<file path="src/hw/ucrs_pkg.sv">
// package for the channel register select block: offsets, field positions, resets
// assumes a byte-wide parallel host bus with three address lines
package ucrs_pkg;
    // register offsets on the three address lines
    localparam logic [2:0] OFF_DATA = 3'h0;
    localparam logic [2:0] OFF_IEN = 3'h1;
    localparam logic [2:0] OFF_IID = 3'h2;
    localparam logic [2:0] OFF_LFC = 3'h3;
    localparam logic [2:0] OFF_MLC = 3'h4;
    localparam logic [2:0] OFF_LST = 3'h5;
    localparam logic [2:0] OFF_MST = 3'h6;
    localparam logic [2:0] OFF_SCR = 3'h7;
    // magic line format value opening the enhanced bank
    localparam logic [7:0] LFC_ENH_KEY = 8'hBF;
    // field positions
    localparam int LFC_DIV_BIT = 7;
    localparam int EF_ENABLE_BIT = 4;
    localparam int MLC_PRESCALE_BIT = 7;
    localparam int MLC_TCRTLR_BIT = 6;
    localparam int MLC_LOOP_BIT = 4;
    localparam int MLC_RDY_BIT = 2;
    // masks of bits writable only with enhanced functions on
    localparam logic [7:0] IEN_ENH_MASK = 8'hF0;
    localparam logic [7:0] FCTL_ENH_MASK = 8'h30;
    localparam logic [7:0] MLC_ENH_MASK = 8'h80;
    // values after reset
    localparam logic [7:0] REG_RESET = 8'h00;
    localparam logic [7:0] LFC_RESET = 8'h1D;
    // decoded register targets
    typedef enum logic [4:0] {
        UCRS_NONE, UCRS_HOLD, UCRS_IEN, UCRS_IID, UCRS_LFC, UCRS_MLC, UCRS_LST,
        UCRS_MST, UCRS_SCR, UCRS_DLL, UCRS_DLH, UCRS_EF, UCRS_RES1, UCRS_RES2,
        UCRS_PAU1, UCRS_PAU2, UCRS_TCR, UCRS_TLR, UCRS_RDY
    } ucrs_sel_t;
endpackage

</file>
<file path="src/hw/ucrs_strobe_sync.sv">
// two-flop synchroniser with edge pulses for an active-low host strobe
// assumes strobe comes straight from a pin, asynchronous to sys_clk
`timescale 1ns/1ps
module ucrs_strobe_sync (
    input wire logic sys_clk,
    input wire logic nrst,
    input wire logic strobe_n,
    output logic active,
    output logic start_pulse,
    output logic end_pulse
);
    logic meta_reg;
    logic sync_reg;
    logic prev_reg;

    // first flop only feeds the second; edges come from the later stages
    always_ff @(posedge sys_clk or negedge nrst) begin
        if (!nrst) begin
            meta_reg <= 1'b0;
            sync_reg <= 1'b0;
            prev_reg <= 1'b0;
        end else begin
            meta_reg <= ~strobe_n;
            sync_reg <= meta_reg;
            prev_reg <= sync_reg;
        end
    end

    assign active = sync_reg;
    assign start_pulse = sync_reg & ~prev_reg;
    assign end_pulse = ~sync_reg & prev_reg;
endmodule // ucrs_strobe_sync

</file>
<file path="src/hw/ucrs_channel_regs.sv">
// register selection and access gating for one serial channel
// assumes host holds address and data stable while a strobe is low
//
// Contract
// - register chosen from three address lines plus selection bits; host drives all lines.
// - offset 0 reads received character, writes transmit character when divisor bit clear.
// - offset 2 reads interrupt identification, writes write-only fifo control.
// - offsets 5 and 6 read line and modem status; writes there ignored.
// - offsets 1, 3, 4, 7 hold interrupt enable, line format, modem control, scratch.
// - divisor bit set maps offsets 0 and 1 to divisor low and high bytes.
// - line format 0xBF maps offset 2 to enhanced feature, 4..7 to flow characters.
// - offsets 6 and 7 reach threshold and trigger registers when enable bits set.
// - offset 7 reads all-channel fifo ready when selected, ready-enable set, no loopback.
// - prescale bit of modem control changes only with enhanced functions enabled.
// - enhanced interrupt enable and transmit trigger bits frozen while enhancement off.
`timescale 1ns/1ps
module ucrs_channel_regs (
    input wire logic sys_clk,
    input wire logic nrst,
    input wire logic [2:0] addr,
    input wire logic cs_n,
    input wire logic any_cs_n,
    input wire logic rd_n,
    input wire logic wr_n,
    input wire logic [7:0] data_in,
    output logic [7:0] data_out,
    output logic data_oe_n,
    input wire logic [7:0] receive_holding,
    input wire logic [7:0] interrupt_identification,
    input wire logic [7:0] line_state,
    input wire logic [7:0] modem_line_state,
    input wire logic [7:0] all_channel_fifo_ready,
    output logic rx_pop,
    output logic [7:0] transmit_holding,
    output logic tx_push,
    output logic [7:0] fifo_control,
    output logic fifo_control_wr,
    output logic [7:0] interrupt_enable_reg,
    output logic [7:0] line_format_control,
    output logic [7:0] modem_line_control,
    output logic [15:0] baud_divisor,
    output logic [7:0] enhanced_feature,
    output logic [7:0] resume_char_1,
    output logic [7:0] resume_char_2,
    output logic [7:0] pause_char_1,
    output logic [7:0] pause_char_2,
    output logic [7:0] flow_threshold_control,
    output logic [7:0] fifo_trigger_level
);
    logic rd_act, rd_start, rd_end;
    logic wr_act, wr_start, wr_end;
    logic [2:0] addr_m_reg, addr_s_reg;
    logic cs_m_reg, cs_s_reg, anycs_m_reg, anycs_s_reg;
    logic [7:0] din_m_reg, din_s_reg;
    logic [7:0] ien_reg, lfc_reg, mlc_reg, dll_reg, dlh_reg, ef_reg;
    logic [7:0] res1_reg, res2_reg, pau1_reg, pau2_reg, tcr_reg, tlr_reg, scr_reg;
    logic [7:0] fctl_reg, thr_reg, dout_reg;
    logic oe_n_reg, push_reg, pop_reg, fwr_reg;
    logic [7:0] dout_next;
    // decoded targets for the two directions, recomputed every cycle
    ucrs_pkg::ucrs_sel_t rd_sel, wr_sel;
    logic enh_on;

    // strobes arrive from pins and cross through two flops each
    // the two strobes are synchronised apart; a host never drives both at once
    ucrs_strobe_sync u_rd_sync (
        .sys_clk(sys_clk),
        .nrst(nrst),
        .strobe_n(rd_n),
        .active(rd_act),
        .start_pulse(rd_start),
        .end_pulse(rd_end)
    );
    ucrs_strobe_sync u_wr_sync (
        .sys_clk(sys_clk),
        .nrst(nrst),
        .strobe_n(wr_n),
        .active(wr_act),
        .start_pulse(wr_start),
        .end_pulse(wr_end)
    );

    // address, selects and data pins pass two flops as well
    // limitation: pins must settle before the strobe; late changes are not caught
    always_ff @(posedge sys_clk or negedge nrst) begin
        if (!nrst) begin
            addr_m_reg <= 3'h0;
            addr_s_reg <= 3'h0;
            cs_m_reg <= 1'b1;
            cs_s_reg <= 1'b1;
            anycs_m_reg <= 1'b1;
            anycs_s_reg <= 1'b1;
            din_m_reg <= 8'h00;
            din_s_reg <= 8'h00;
        end else begin
            addr_m_reg <= addr;
            addr_s_reg <= addr_m_reg;
            cs_m_reg <= cs_n;
            cs_s_reg <= cs_m_reg;
            anycs_m_reg <= any_cs_n;
            anycs_s_reg <= anycs_m_reg;
            din_m_reg <= data_in;
            din_s_reg <= din_m_reg;
        end
    end

    // enhancement gate, read by the decoder and by the guarded registers
    assign enh_on = ef_reg[ucrs_pkg::EF_ENABLE_BIT];

    // one decoder for both directions; write side drops read-only targets
    function automatic ucrs_pkg::ucrs_sel_t decode(input logic [2:0] a, input logic is_wr);
        logic key, divisor_access_bit, tt, rdy;
        ucrs_pkg::ucrs_sel_t s;
        key = (lfc_reg == ucrs_pkg::LFC_ENH_KEY);
        divisor_access_bit = lfc_reg[ucrs_pkg::LFC_DIV_BIT];
        tt = enh_on & mlc_reg[ucrs_pkg::MLC_TCRTLR_BIT];
        rdy = ~anycs_s_reg & mlc_reg[ucrs_pkg::MLC_RDY_BIT]
            & ~mlc_reg[ucrs_pkg::MLC_LOOP_BIT];
        s = ucrs_pkg::UCRS_NONE;
        // the key value also sets the divisor bit: offsets 0 and 1 reach the divisor then
        case (a)
            ucrs_pkg::OFF_DATA: s = divisor_access_bit ? ucrs_pkg::UCRS_DLL : ucrs_pkg::UCRS_HOLD;
            ucrs_pkg::OFF_IEN: s = divisor_access_bit ? ucrs_pkg::UCRS_DLH : ucrs_pkg::UCRS_IEN;
            ucrs_pkg::OFF_IID: s = key ? ucrs_pkg::UCRS_EF : ucrs_pkg::UCRS_IID;
            ucrs_pkg::OFF_LFC: s = ucrs_pkg::UCRS_LFC;
            ucrs_pkg::OFF_MLC: s = key ? ucrs_pkg::UCRS_RES1 : ucrs_pkg::UCRS_MLC;
            ucrs_pkg::OFF_LST: s = key ? ucrs_pkg::UCRS_RES2 : ucrs_pkg::UCRS_LST;
            // upper offsets: key bank first, then threshold and trigger, then the rest
            ucrs_pkg::OFF_MST: begin
                if (key) s = ucrs_pkg::UCRS_PAU1;
                else if (tt) s = ucrs_pkg::UCRS_TCR;
                else s = ucrs_pkg::UCRS_MST;
            end
            ucrs_pkg::OFF_SCR: begin
                if (key) s = ucrs_pkg::UCRS_PAU2;
                else if (tt) s = ucrs_pkg::UCRS_TLR;
                else if (rdy && !is_wr) s = ucrs_pkg::UCRS_RDY;
                else s = ucrs_pkg::UCRS_SCR;
            end
            default: s = ucrs_pkg::UCRS_NONE;
        endcase
        // status targets have no write side
        if (is_wr && (s == ucrs_pkg::UCRS_LST || s == ucrs_pkg::UCRS_MST))
            s = ucrs_pkg::UCRS_NONE;
        return s;
    endfunction

    // a process rather than an assign: the decoder also reads the selection
    // registers, and a change of those alone must re-run it
    always_comb begin
        rd_sel = decode(addr_s_reg, 1'b0);
        wr_sel = decode(addr_s_reg, 1'b1);
    end

    // read mux, sampled at strobe start
    // unmapped targets read as zero, never as a stale byte
    always_comb begin
        dout_next = 8'h00;
        case (rd_sel)
            ucrs_pkg::UCRS_HOLD: dout_next = receive_holding;
            ucrs_pkg::UCRS_IEN: dout_next = ien_reg;
            ucrs_pkg::UCRS_IID: dout_next = interrupt_identification;
            ucrs_pkg::UCRS_LFC: dout_next = lfc_reg;
            ucrs_pkg::UCRS_MLC: dout_next = mlc_reg;
            ucrs_pkg::UCRS_LST: dout_next = line_state;
            ucrs_pkg::UCRS_MST: dout_next = modem_line_state;
            ucrs_pkg::UCRS_SCR: dout_next = scr_reg;
            ucrs_pkg::UCRS_DLL: dout_next = dll_reg;
            ucrs_pkg::UCRS_DLH: dout_next = dlh_reg;
            ucrs_pkg::UCRS_EF: dout_next = ef_reg;
            ucrs_pkg::UCRS_RES1: dout_next = res1_reg;
            ucrs_pkg::UCRS_RES2: dout_next = res2_reg;
            ucrs_pkg::UCRS_PAU1: dout_next = pau1_reg;
            ucrs_pkg::UCRS_PAU2: dout_next = pau2_reg;
            ucrs_pkg::UCRS_TCR: dout_next = tcr_reg;
            ucrs_pkg::UCRS_TLR: dout_next = tlr_reg;
            ucrs_pkg::UCRS_RDY: dout_next = all_channel_fifo_ready;
            default: dout_next = 8'h00;
        endcase
    end

    // read data drive: latched at strobe start, held until strobe ends
    always_ff @(posedge sys_clk or negedge nrst) begin
        if (!nrst) begin
            dout_reg <= 8'h00;
            oe_n_reg <= 1'b1;
            pop_reg <= 1'b0;
        end else begin
            pop_reg <= 1'b0;
            // drive drops when the strobe ends, even if the select went first
            if (rd_start && !cs_s_reg) begin
                dout_reg <= dout_next;
                oe_n_reg <= 1'b0;
            end else if (rd_end || !rd_act) begin
                oe_n_reg <= 1'b1;
            end
            // character consumed when the read finishes, not when it starts
            if (rd_end && !oe_n_reg && rd_sel == ucrs_pkg::UCRS_HOLD)
                pop_reg <= 1'b1;
        end
    end

    // write commit: one pulse at strobe start while selected
    // a strobe seen while deselected belongs to another channel and is ignored
    logic wr_go;
    assign wr_go = wr_start & ~cs_s_reg;

    // plain configuration registers
    // line format resets to a value outside the key bank
    always_ff @(posedge sys_clk or negedge nrst) begin
        if (!nrst) begin
            lfc_reg <= ucrs_pkg::LFC_RESET;
            dll_reg <= ucrs_pkg::REG_RESET;
            dlh_reg <= ucrs_pkg::REG_RESET;
            ef_reg <= ucrs_pkg::REG_RESET;
            scr_reg <= ucrs_pkg::REG_RESET;
            res1_reg <= ucrs_pkg::REG_RESET;
            res2_reg <= ucrs_pkg::REG_RESET;
            pau1_reg <= ucrs_pkg::REG_RESET;
            pau2_reg <= ucrs_pkg::REG_RESET;
            tcr_reg <= ucrs_pkg::REG_RESET;
            tlr_reg <= ucrs_pkg::REG_RESET;
        end else if (wr_go) begin
            case (wr_sel)
                ucrs_pkg::UCRS_LFC: lfc_reg <= din_s_reg;
                ucrs_pkg::UCRS_SCR: scr_reg <= din_s_reg;
                ucrs_pkg::UCRS_DLL: dll_reg <= din_s_reg;
                ucrs_pkg::UCRS_DLH: dlh_reg <= din_s_reg;
                ucrs_pkg::UCRS_EF: ef_reg <= din_s_reg;
                ucrs_pkg::UCRS_RES1: res1_reg <= din_s_reg;
                ucrs_pkg::UCRS_RES2: res2_reg <= din_s_reg;
                ucrs_pkg::UCRS_PAU1: pau1_reg <= din_s_reg;
                ucrs_pkg::UCRS_PAU2: pau2_reg <= din_s_reg;
                ucrs_pkg::UCRS_TCR: tcr_reg <= din_s_reg;
                ucrs_pkg::UCRS_TLR: tlr_reg <= din_s_reg;
                default: ;
            endcase
        end
    end

    // guarded registers: enhanced bits keep their value unless enabled
    // masking keeps a plain write usable without turning enhancement on
    always_ff @(posedge sys_clk or negedge nrst) begin
        if (!nrst) begin
            ien_reg <= ucrs_pkg::REG_RESET;
            mlc_reg <= ucrs_pkg::REG_RESET;
            fctl_reg <= ucrs_pkg::REG_RESET;
        end else if (wr_go) begin
            case (wr_sel)
                ucrs_pkg::UCRS_IEN:
                    ien_reg <= enh_on ? din_s_reg
                        : ((ien_reg & ucrs_pkg::IEN_ENH_MASK)
                        | (din_s_reg & ~ucrs_pkg::IEN_ENH_MASK));
                ucrs_pkg::UCRS_MLC:
                    mlc_reg <= enh_on ? din_s_reg
                        : ((mlc_reg & ucrs_pkg::MLC_ENH_MASK)
                        | (din_s_reg & ~ucrs_pkg::MLC_ENH_MASK));
                ucrs_pkg::UCRS_IID:
                    fctl_reg <= enh_on ? din_s_reg
                        : ((fctl_reg & ucrs_pkg::FCTL_ENH_MASK)
                        | (din_s_reg & ~ucrs_pkg::FCTL_ENH_MASK));
                default: ;
            endcase
        end
    end

    // datapath strobes toward the fifos
    // push and held byte change at one edge so the fifo sees both together
    always_ff @(posedge sys_clk or negedge nrst) begin
        if (!nrst) begin
            thr_reg <= 8'h00;
            push_reg <= 1'b0;
            fwr_reg <= 1'b0;
        end else begin
            push_reg <= wr_go && (wr_sel == ucrs_pkg::UCRS_HOLD);
            fwr_reg <= wr_go && (wr_sel == ucrs_pkg::UCRS_IID);
            if (wr_go && wr_sel == ucrs_pkg::UCRS_HOLD)
                thr_reg <= din_s_reg;
        end
    end

    // all outputs come from flops
    assign data_out = dout_reg;
    assign data_oe_n = oe_n_reg;
    assign rx_pop = pop_reg;
    assign transmit_holding = thr_reg;
    assign tx_push = push_reg;
    assign fifo_control = fctl_reg;
    assign fifo_control_wr = fwr_reg;
    assign interrupt_enable_reg = ien_reg;
    assign line_format_control = lfc_reg;
    assign modem_line_control = mlc_reg;
    assign baud_divisor = {dlh_reg, dll_reg};
    assign enhanced_feature = ef_reg;
    assign resume_char_1 = res1_reg;
    assign resume_char_2 = res2_reg;
    assign pause_char_1 = pau1_reg;
    assign pause_char_2 = pau2_reg;
    assign flow_threshold_control = tcr_reg;
    assign fifo_trigger_level = tlr_reg;
endmodule // ucrs_channel_regs

</file>
<file path="config.mk">
export PLATFORM = sky130hd
export DESIGN_NAME = ucrs_channel_regs
export DESIGN_NICKNAME = d
export VERILOG_FILES = /design/src/hw/ucrs_pkg.sv /design/src/hw/ucrs_strobe_sync.sv /design/src/hw/ucrs_channel_regs.sv
export SDC_FILE = /design/constraint.sdc
export NUM_CORES = 1
export LEC_CHECK = 0
export BUFFER_PORTS_ARGS = -buffer_cell sky130_fd_sc_hd__buf_2
export CAP_MARGIN = 0
export CORE_MARGIN = 5
export CORE_UTILIZATION = 52
export DETAILED_ROUTE_END_ITERATION = 10
export PLACE_DENSITY = 0.85
export RECOVER_POWER = 50
export SLEW_MARGIN = 10
export SYNTH_ARGS = -nofsm -noshare
export SYNTH_HDL_FRONTEND = slang
export SYNTH_SLANG_ARGS = --single-unit
</file>
<file path="constraint.sdc">
create_clock -name sys_clk -period 5 [get_ports sys_clk]
set_input_delay 0.25 -clock sys_clk [delete_from_list [all_inputs] [get_ports sys_clk]]
set_output_delay 0.25 -clock sys_clk [all_outputs]
set_load 0.01 [all_outputs]
</file>
After elaboration in Yosys (flattened, before gate mapping):

Index checks and enable logic that the tools add are counted.

* flip-flop bits (word level): 164
* bits of input ports: 57

* equal/unequal tests: 43
* bitwise operators: 18
* mux-type cells: 22
* reductions and logical operators: 26

Operators with widths (count)
* $pmux 8 s18: 1
* $eq 5x4->1 const B: 16
* $pmux 5 s8: 2
* $eq 5x3->1 const B: 8
* $mux 5: 8
* $reduce_and 2->1: 14
* $eq 5x5->1 const B: 5
* $mux 8: 3
* $eq 5x2->1 const B: 4
* $mux 4: 5
* $eq 3x3->1 const B: 4
* $eq 5x1->1 const B: 2
* $eq 8x8->1 const B: 1
* $not 1->1: 8
* $or 6x8->8: 1
* $or 8x4->8: 1
* $or 8x7->8: 1
* $and 1x1->1: 7
* $eq 3x2->1 const B: 2
* $logic_and 1x1->1: 5
* $eq 3x1->1 const B: 1
* $logic_not 1->1: 3
* $logic_not 3->1: 1
* $mux 1: 3
* other kinds (2): 3

Longest topological paths before layout:

Gate-level depths: netlist of the first run.

* depth after elaboration: 10
* mapped depth: 8

By module:

A second synthesis of the first run with hierarchy kept.

* cells, all modules: 547
* area total of the unflattened synthesis: 7253.2 µm²

Modules (own cells, without submodules)
* ucrs_channel_regs: times used 1, sequential area each 3965.1 µm², cells an instance 535, area an instance 7065.5 µm²
* ucrs_strobe_sync: times used 2, sequential area each 75.1 µm², cells an instance 6, area an instance 93.8 µm²

Least setup slack after synthesis of the first run:

OpenSTA, ideal clock, no wires.

* path kind: flip-flop to flip-flop
* start point: register lfc_reg[3] (netlist: line_format_control[3])
* end point: register res1_reg[0] (netlist: resume_char_1[0])
* period minus slack after synthesis: 1.900 ns
* arrival time: 1.775 ns
* path buffers: 1
* setup time: 0.125 ns
* setup slack: 3.100 ns
* stages on the path, launching flop included: 6
* path through: dfstp_2 > and4_1 > nand2_2 > buf_6 > nor2_2 > mux2_2

* cells in the longest elaborated chain, start to end: 8
* elaborated cells between the ends (all ways): 13
* those cells by class: eq/ne (4); mux (7); reduce/logical (2)

RTL lines
* start, declared: RTL line ucrs_channel_regs.sv:55 `logic [7:0] ien_reg, lfc_reg, mlc_reg, dll_reg, dlh_reg, ef_reg;`
* start signal, assigned: RTL line ucrs_channel_regs.sv:212 `lfc_reg <= ucrs_pkg::LFC_RESET;`
* start signal, assigned: RTL line ucrs_channel_regs.sv:225 `ucrs_pkg::UCRS_LFC: lfc_reg <= din_s_reg;`
* $eq 8x8->1 (*): RTL line ucrs_channel_regs.sv:114 `key = (lfc_reg == ucrs_pkg::LFC_ENH_KEY);`
* $mux 5, or another cell as far along: RTL line ucrs_channel_regs.sv:135 `if (key) s = ucrs_pkg::UCRS_PAU2;`
* $pmux 5 s8 (*): RTL line ucrs_channel_regs.sv:121 `case (a)`
* $eq 5x3->1: RTL line ucrs_channel_regs.sv:143 `if (is_wr && (s == ucrs_pkg::UCRS_LST || s == ucrs_pkg::UCRS_MST))`
* $logic_or 1x1->1: RTL line ucrs_channel_regs.sv:143
* $mux 5 (*): RTL line ucrs_channel_regs.sv:143
* $eq 5x4->1 (*): RTL line ucrs_channel_regs.sv:224 `case (wr_sel)`
* $reduce_and 2->1 (no line) (*)
* end signal, assigned: RTL line ucrs_channel_regs.sv:217 `res1_reg <= ucrs_pkg::REG_RESET;`
* end signal, assigned: RTL line ucrs_channel_regs.sv:230 `ucrs_pkg::UCRS_RES1: res1_reg <= din_s_reg;`
* end, declared: RTL line ucrs_channel_regs.sv:56 `logic [7:0] res1_reg, res2_reg, pau1_reg, pau2_reg, tcr_reg, tlr_reg, scr_reg;`

Mark *: on every way between the ends. The rest lies on a longest branch, timed or not.
A chain may end at the register's enable or synchronous reset.

==> results by group, run 1 <==
Outcome
  – Status: complete, no violations

Synth
  – Most common cell in the netlist: dfrtp_1
  – Post-synthesis cell area: approximately 7400 sq um
  – Post-synth top flop: dfrtp_1
  – Synthesized area per cell: 13.6 sq um
  – Area fraction of the dominant cell type after synthesis: 52.4%
  – Fraction of registers with async set/reset: 100%
  – Cell taking the most area after synthesis: dfrtp_1
  – Number of synthesized flops with an enable pin: 0
  – #FFs+latches synth: 164
  – Synthesis Warnings: 0
  – Yosys cell types: 65
  – Commonest cells post-synth: dfrtp_1 (155), mux2_2 (123), nand2_1 (22), nand3_1 (15), nor2_1 (14)
  – Seq/Total Area, Yosys: between 50% and 60%
  – Syn_nets: 603
  – Cell count after synthesis: 546
  – Area contributors post-synth: dfrtp_1 (52%), mux2_2 (19%), dfstp_2 (3.2%)

STA
  – Relative slew slack: 1.58%
  – Final count of hold timing violations: 0
  – Post-route setup slack: 2.12 ns
  – Final setup violation count: 0
  – Skew final: 0.00956 ns
  – Fin crit period: around 2.9 ns
  – Fin Hold WS: 0.144 ns
  – RSZ-0062 raised after global routing: false
  – Final Max Slew Viols: 0
  – Max Freq: about 350 MHz
  – Fin Setup TNS: 0 ns
  – Tightest Pin Transition: ~1.5 ns
  – Final period utilization: 57.6%

GRT
  – GRT Total Usage: 27.8%
  – Number of global-route vias before repair: 5859
  – Initial antenna violation count: 0
  – First-pass GRT wire length: approximately 35000 microns
  – Largest net degree at the start of global routing: 81
  – GRT overflow: 0

Worst setup path
  – Critical path class: primary input to asynchronous set/reset pin
  – Startpoint Class: primary input
  – Worst EP arrival: between 3 and 4 ns
  – CP endpoint kind: asynchronous set/reset pin
  – Crit path max fanout: 57
  – CP required: 5.28 ns

Power
  – Power Density: 354 nW/um^2
  – Seq pwr share: slightly below 50%
  – Design Power: about 3.2 mW
  – Sw power: between 0.8 and 0.9 mW
  – Combinational power share: ~12%
  – Internal power: 2.31 mW
  – Cell leakage power: 4.05 nW
  – Clock share of power: 39.9%
  – Max VDD drop: ~0.25 mV
  – Sw frac: 27.0%

Layout
  – Ant. Diodes: 0
  – Design area: slightly below 9000 sq um
  – Share of cells above drive strength 1: 34.8%
  – Final Instance Count excl. Fillers: ~900
  – Util after Layout: 64.1%
  – Synth-to-layout area growth: 20.7%
  – Nets: ~790

Route
  – Routed Antenna Nets: 0
  – DRT iter0 DRCs: 573
  – # DRC: 0
  – Per-cell routed wire length: about 25 microns
  – Vias/cell: about 6.1
  – Drt total wl: 22900 microns
  – Drt first pass iters: 5
  – Vias: between 5k and 6k

CTS
  – Clk pin slew, worst setup/hold paths: 0.06 ns
  – Worst-skew pair later-pin latency: 0.43 ns
  – Cts bufs inserted: 17
  – Post_cts resized: 0
  – H-tree levels: 4
  – Clk root buf: clkbuf_16
  – TritonCTS clock tree: done
  – Post CTS Setup Buffer Count: 0
  – CTS Sinks: 164
  – Worst-case clock buffer depth: 2

Floorplan
  – Row count: 43
  – Initial Utilization: 53.1%
  – Core area: 13900 sq um
  – Die area: 16700 sq um
  – Die width: 129 microns
  – DIE HEIGHT: 129 microns
  – Top Ports: 181

Job
  – Maxcap violations: 0

Placed design
  – I/O Buffers: 180
  – GP Congestion: between 0.9 and 1
  – Hpwl dp: roughly 16000 microns
  – Placed cells: slightly below 900
  – Place WS: 2.28 ns
  – Post-DP Area: 8350 sq um

Min path
  – Min-delay worst type: primary input to flop
==> kinds of logic after synthesis <==
family                 share of synthesized area, %
AOI/OAI and AO/OA                              9.96
DFF                                            55.6
muxes                                          22.4
buffers and inverters                          3.25
and+or+nand+nor                                8.77
==> worst max-delay path, cell delays in order <==
cell           delay, ns
dlygate4sd3_1       0.52
clkbuf_1            1.07
clkbuf_2            1.25
==> layout by cell type, fill, tap and decap left out, types with 5 or more instances in the layout <==
master / count
dfrtp_1: 155
mux2_2: 123
clkbuf_1: 120
buf_2: 60
nand2_1: 22
clkbuf_16: 17
dlygate4sd3_1: 16
nand3_1: 15
nor2_1: 14
mux2i_1: 12
a22o_1: 10
a21oi_1: 9
o21ai_0: 9
a22oi_1: 9
a32oi_1: 8
mux2_4: 8
inv_1: 6
nand4_1: 6
clkinvlp_4: 6
nor2b_1: 5
a31oi_1: 5
and3_1: 5
dfstp_2: 5
==> path summary, 6_finish.rpt <==
check | startpoint | to | slack, ns | cells after the start
worst min register to register | din_m_reg[7] | din_s_reg[7] | 0.35 | 0
min in group asynchronous | nrst | fifo_trigger_level[3] | 0.71 | 2
worst max register to register | line_format_control[7] | pause_char_1[4] | 2.21 | 5
worst min-delay path | all_channel_fifo_ready[2] | data_out[2] | 0.14 | 3
worst max-delay path | nrst | data_out[4] | 2.12 | 3
max in group sys_clk | line_format_control[7] | pause_char_1[4] | 2.21 | 5
==> metal layers <==
layer  up-vias  track usage (%)  part of all wire (%)  wire length (microns)
li1       2419                -                     -                      -
met1      2870             37.5                    39                   9030
met2       339             44.9                    48                  11000
met3        50             6.27                   9.7                   2230
met4         0             9.76                   2.9                    660
met5         -                0                     0                      0
==> final cells by class <==
cell class,instances,area (sq um)
clock inverter,13,124
sequential,164,4120
timing repair buffer,201,946
fill,1151,5000
multi-input combinational,342,3050
tap,180,225
inverter,6,22.5
clock buffer,19,453
==> what timing repair did <==
action                                  4_1_cts  5_1_grt
endpoints found under the setup margin        0        0
hold buffers                                 16        0
hold endpoints to repair                     42        0
==> power groups by stage <==
stage | sequential [mW] | combinational, mW | clock [mW]
2_1_floorplan | 1.55 | 0.182 | 0
3_3_place_gp | 1.55 | 0.365 | 0
3_5_place_dp | 1.55 | 0.375 | 0
4_1_cts | 1.53 | 0.387 | 1.28
5_1_grt | 1.54 | 0.398 | 1.33
6_report | 1.53 | 0.368 | 1.26
Power figures use the tool's default switching activity.
==> run 2: changes to the inputs <==
Settings changed: CORE_UTILIZATION 52 to 48, PLACE_DENSITY 0.85 to 0.83.
Clock period 5 ns to 2.4 ns, I/O delays scaled along.
==> results by group, run 2 (synthesized netlist as in run 1, its figures left out) <==
Route
  – Vias/cell: 6.11 (-0.51%)
  – Per-cell routed wire length: 24.2 microns (-2.2%)
  – Vias: 5832 (+2.7%)
  – DRT iter0 DRCs: 678 (+18%)
  – # DRC: 0 (unchanged)
  – Drt first pass iters: 5 (unchanged)
  – Drt total wl: 23200 microns (+0.95%)
  – Routed Antenna Nets: 0 (unchanged)

STA
  – Relative slew slack: 9.78% (+8.2 points)
  – RSZ-0062 raised after global routing: false
  – Tightest Pin Transition: 1.35 ns (-0.123 ns)
  – Fin Hold WS: 0.0187 ns (-0.125 ns)
  – Fin crit period: 2.28 ns
  – Final period utilization: 95.1%
  – Final Max Slew Viols: 0 (unchanged)
  – Fin Setup TNS: 0 ns (unchanged)
  – Final setup violation count: 0 (unchanged)
  – Skew final: 0.00916 ns (-0.000401 ns)
  – Post-route setup slack: 0.118 ns (-2.00 ns)
  – Final count of hold timing violations: 0 (unchanged)
  – Max Freq: 438 MHz

CTS
  – H-tree levels: 4 (unchanged)
  – Worst-case clock buffer depth: 2 (unchanged)
  – Cts bufs inserted: 17 (unchanged)
  – Clk pin slew, worst setup/hold paths: 0.06 ns (about the same)
  – Post_cts resized: 0 (unchanged)
  – TritonCTS clock tree: done
  – Clk root buf: clkbuf_16
  – Cts-stage hold buffer count: 16 (unchanged)
  – Post CTS Setup Buffer Count: 0 (unchanged)
  – CTS Sinks: 164 (unchanged)
  – Worst-skew pair later-pin latency: 0.42 ns (about the same)

Worst setup path
  – Crit path cell chain: buf_4, nor2b_1, nand4b_1, mux2_2
  – Reg2Reg Setup Slack: 0.12 ns (-2.09 ns)
  – Critical path class: flop to flop
  – Worst EP arrival: 2.59 ns (-0.57 ns)
  – Startpoint Class: flop
  – Slowest stage delay, CP: 0.55 ns (-0.70 ns)
  – Slowest CP cell: dfrtp_1
  – R2R depth: 4 (-1)
  – Crit path max fanout: 16 (-72%)
  – CP required: 2.71 ns (-2.57 ns)
  – CP endpoint kind: flop

GRT
  – Initial antenna violation count: 0 (unchanged)
  – GRT overflow: 0 (unchanged)
  – Largest net degree at the start of global routing: 62 (-23%)
  – GRT Total Usage: 26.0% (-1.9 points)
  – Number of global-route vias before repair: 5967 (+1.8%)
  – First-pass GRT wire length: 35300 microns (+2.3%)

Layout
  – Commonest non-fill, non-tap cell in the layout: dfrtp_1
  – Share of cells above drive strength 1: 48.6% (+14 points)
  – Nets: 811 (+2.8%)
  – Fillers: 1262 (+9.6%)
  – Synth-to-layout area growth: 25.8%
  – Area occupied by multi-input gates: 3050 sq um (unchanged)
  – Ant. Diodes: 0 (unchanged)
  – Reg area: 4120 sq um (unchanged)
  – Most frequent cells in the layout: dfrtp_1 (155), buf_2 (148), mux2_2 (123), clkbuf_1 (32), buf_4 (24)

Outcome
  – Status: complete, no violations

Min path
  – Min-delay worst type: primary input to flop
  – Hold-critical path depth: 3 (unchanged)

Power
  – Max VDD drop: 0.698 mV (+170%)
  – Power Density: 740 nW/um^2 (+110%)
  – Cell leakage power: 4.58 nW (+13%)

Floorplan
  – Top Ports: 181 (unchanged)
  – DIE HEIGHT: 134 microns (+3.8%)
  – Row count: 45 (+4.7%)
  – Die width: 134 microns (+3.8%)
  – Initial Utilization: 48.9% (-4.2 points)
  – Core area: 15100 sq um (+8.7%)
  – Die area: 18000 sq um (+7.7%)

Job
  – Maxcap violations: 0 (unchanged)

Placed design
  – Place WS: 0.159 ns (-2.12 ns)
  – I/O Buffers: 180 (unchanged)
  – GP Congestion: 0.986 (+5.1%)
  – Hpwl dp: 16700 microns (+1.8%)
-- run 2: metrics by stage --
step | total power [mW] | area (sq um) | utilization [%] | std cells
after detailed placement | 4.05 | 8570 | 56.6 | 907
after CTS | 6.94 | 9350 | 61.7 | 955
after global placement | 4.03 | 8570 | 56.6 | 907
after global routing | 7.13 | 9310 | 61.5 | 955
final | 6.89 | 9310 | 61.5 | 955
after floorplan | 3.60 | 7400 | - | 546
-- run 2: area by class of cell --
cell class	instances	area share, %
clock buffer	20	4.80
tap	188	2.53
timing repair buffer	223	13.6
inverter	6	0.242
multi-input combinational	342	32.7
clock inverter	12	1.92
sequential	164	44.2
-- run 2: report_power, final --
group / internal [mW] / total, mW / switching [mW]
registers: 2.98 / 3.18 / 0.205
clock network: 1.77 / 2.87 / 1.10
logic: 0.393 / 0.831 / 0.437
total: 5.14 / 6.89 / 1.74
-- run 2: path summary, 6_finish.rpt --
kind,startpoint,to
hold / removal,all_channel_fifo_ready[2],data_out[2]
setup reg to reg,addr_s_reg[0],dlh_reg[2]
min in group asynchronous,nrst,din_s_reg[7]
setup / recovery,addr_s_reg[0],dlh_reg[2]
hold reg to reg,din_m_reg[7],din_s_reg[7]
max in group asynchronous,nrst,cs_s_reg
-- run 2: metal layers --
metal | GRT usage, % | vias up | share of wire, %
li1 | - | 2460 | -
met1 | 35.4 | 2949 | 41
met2 | 39.5 | 378 | 46
met3 | 8.44 | 45 | 11
met4 | 8.60 | 0 | 2.4
met5 | 0 | - | 0
-- run 2: worst max-delay path, delay by kind of cell, from the launching register on --
kind                   cells  cell delay (ns)
DFF                        1             0.55
muxes                      1             0.43
buffers and inverters      1             0.32
and+or+nand+nor            2             0.87
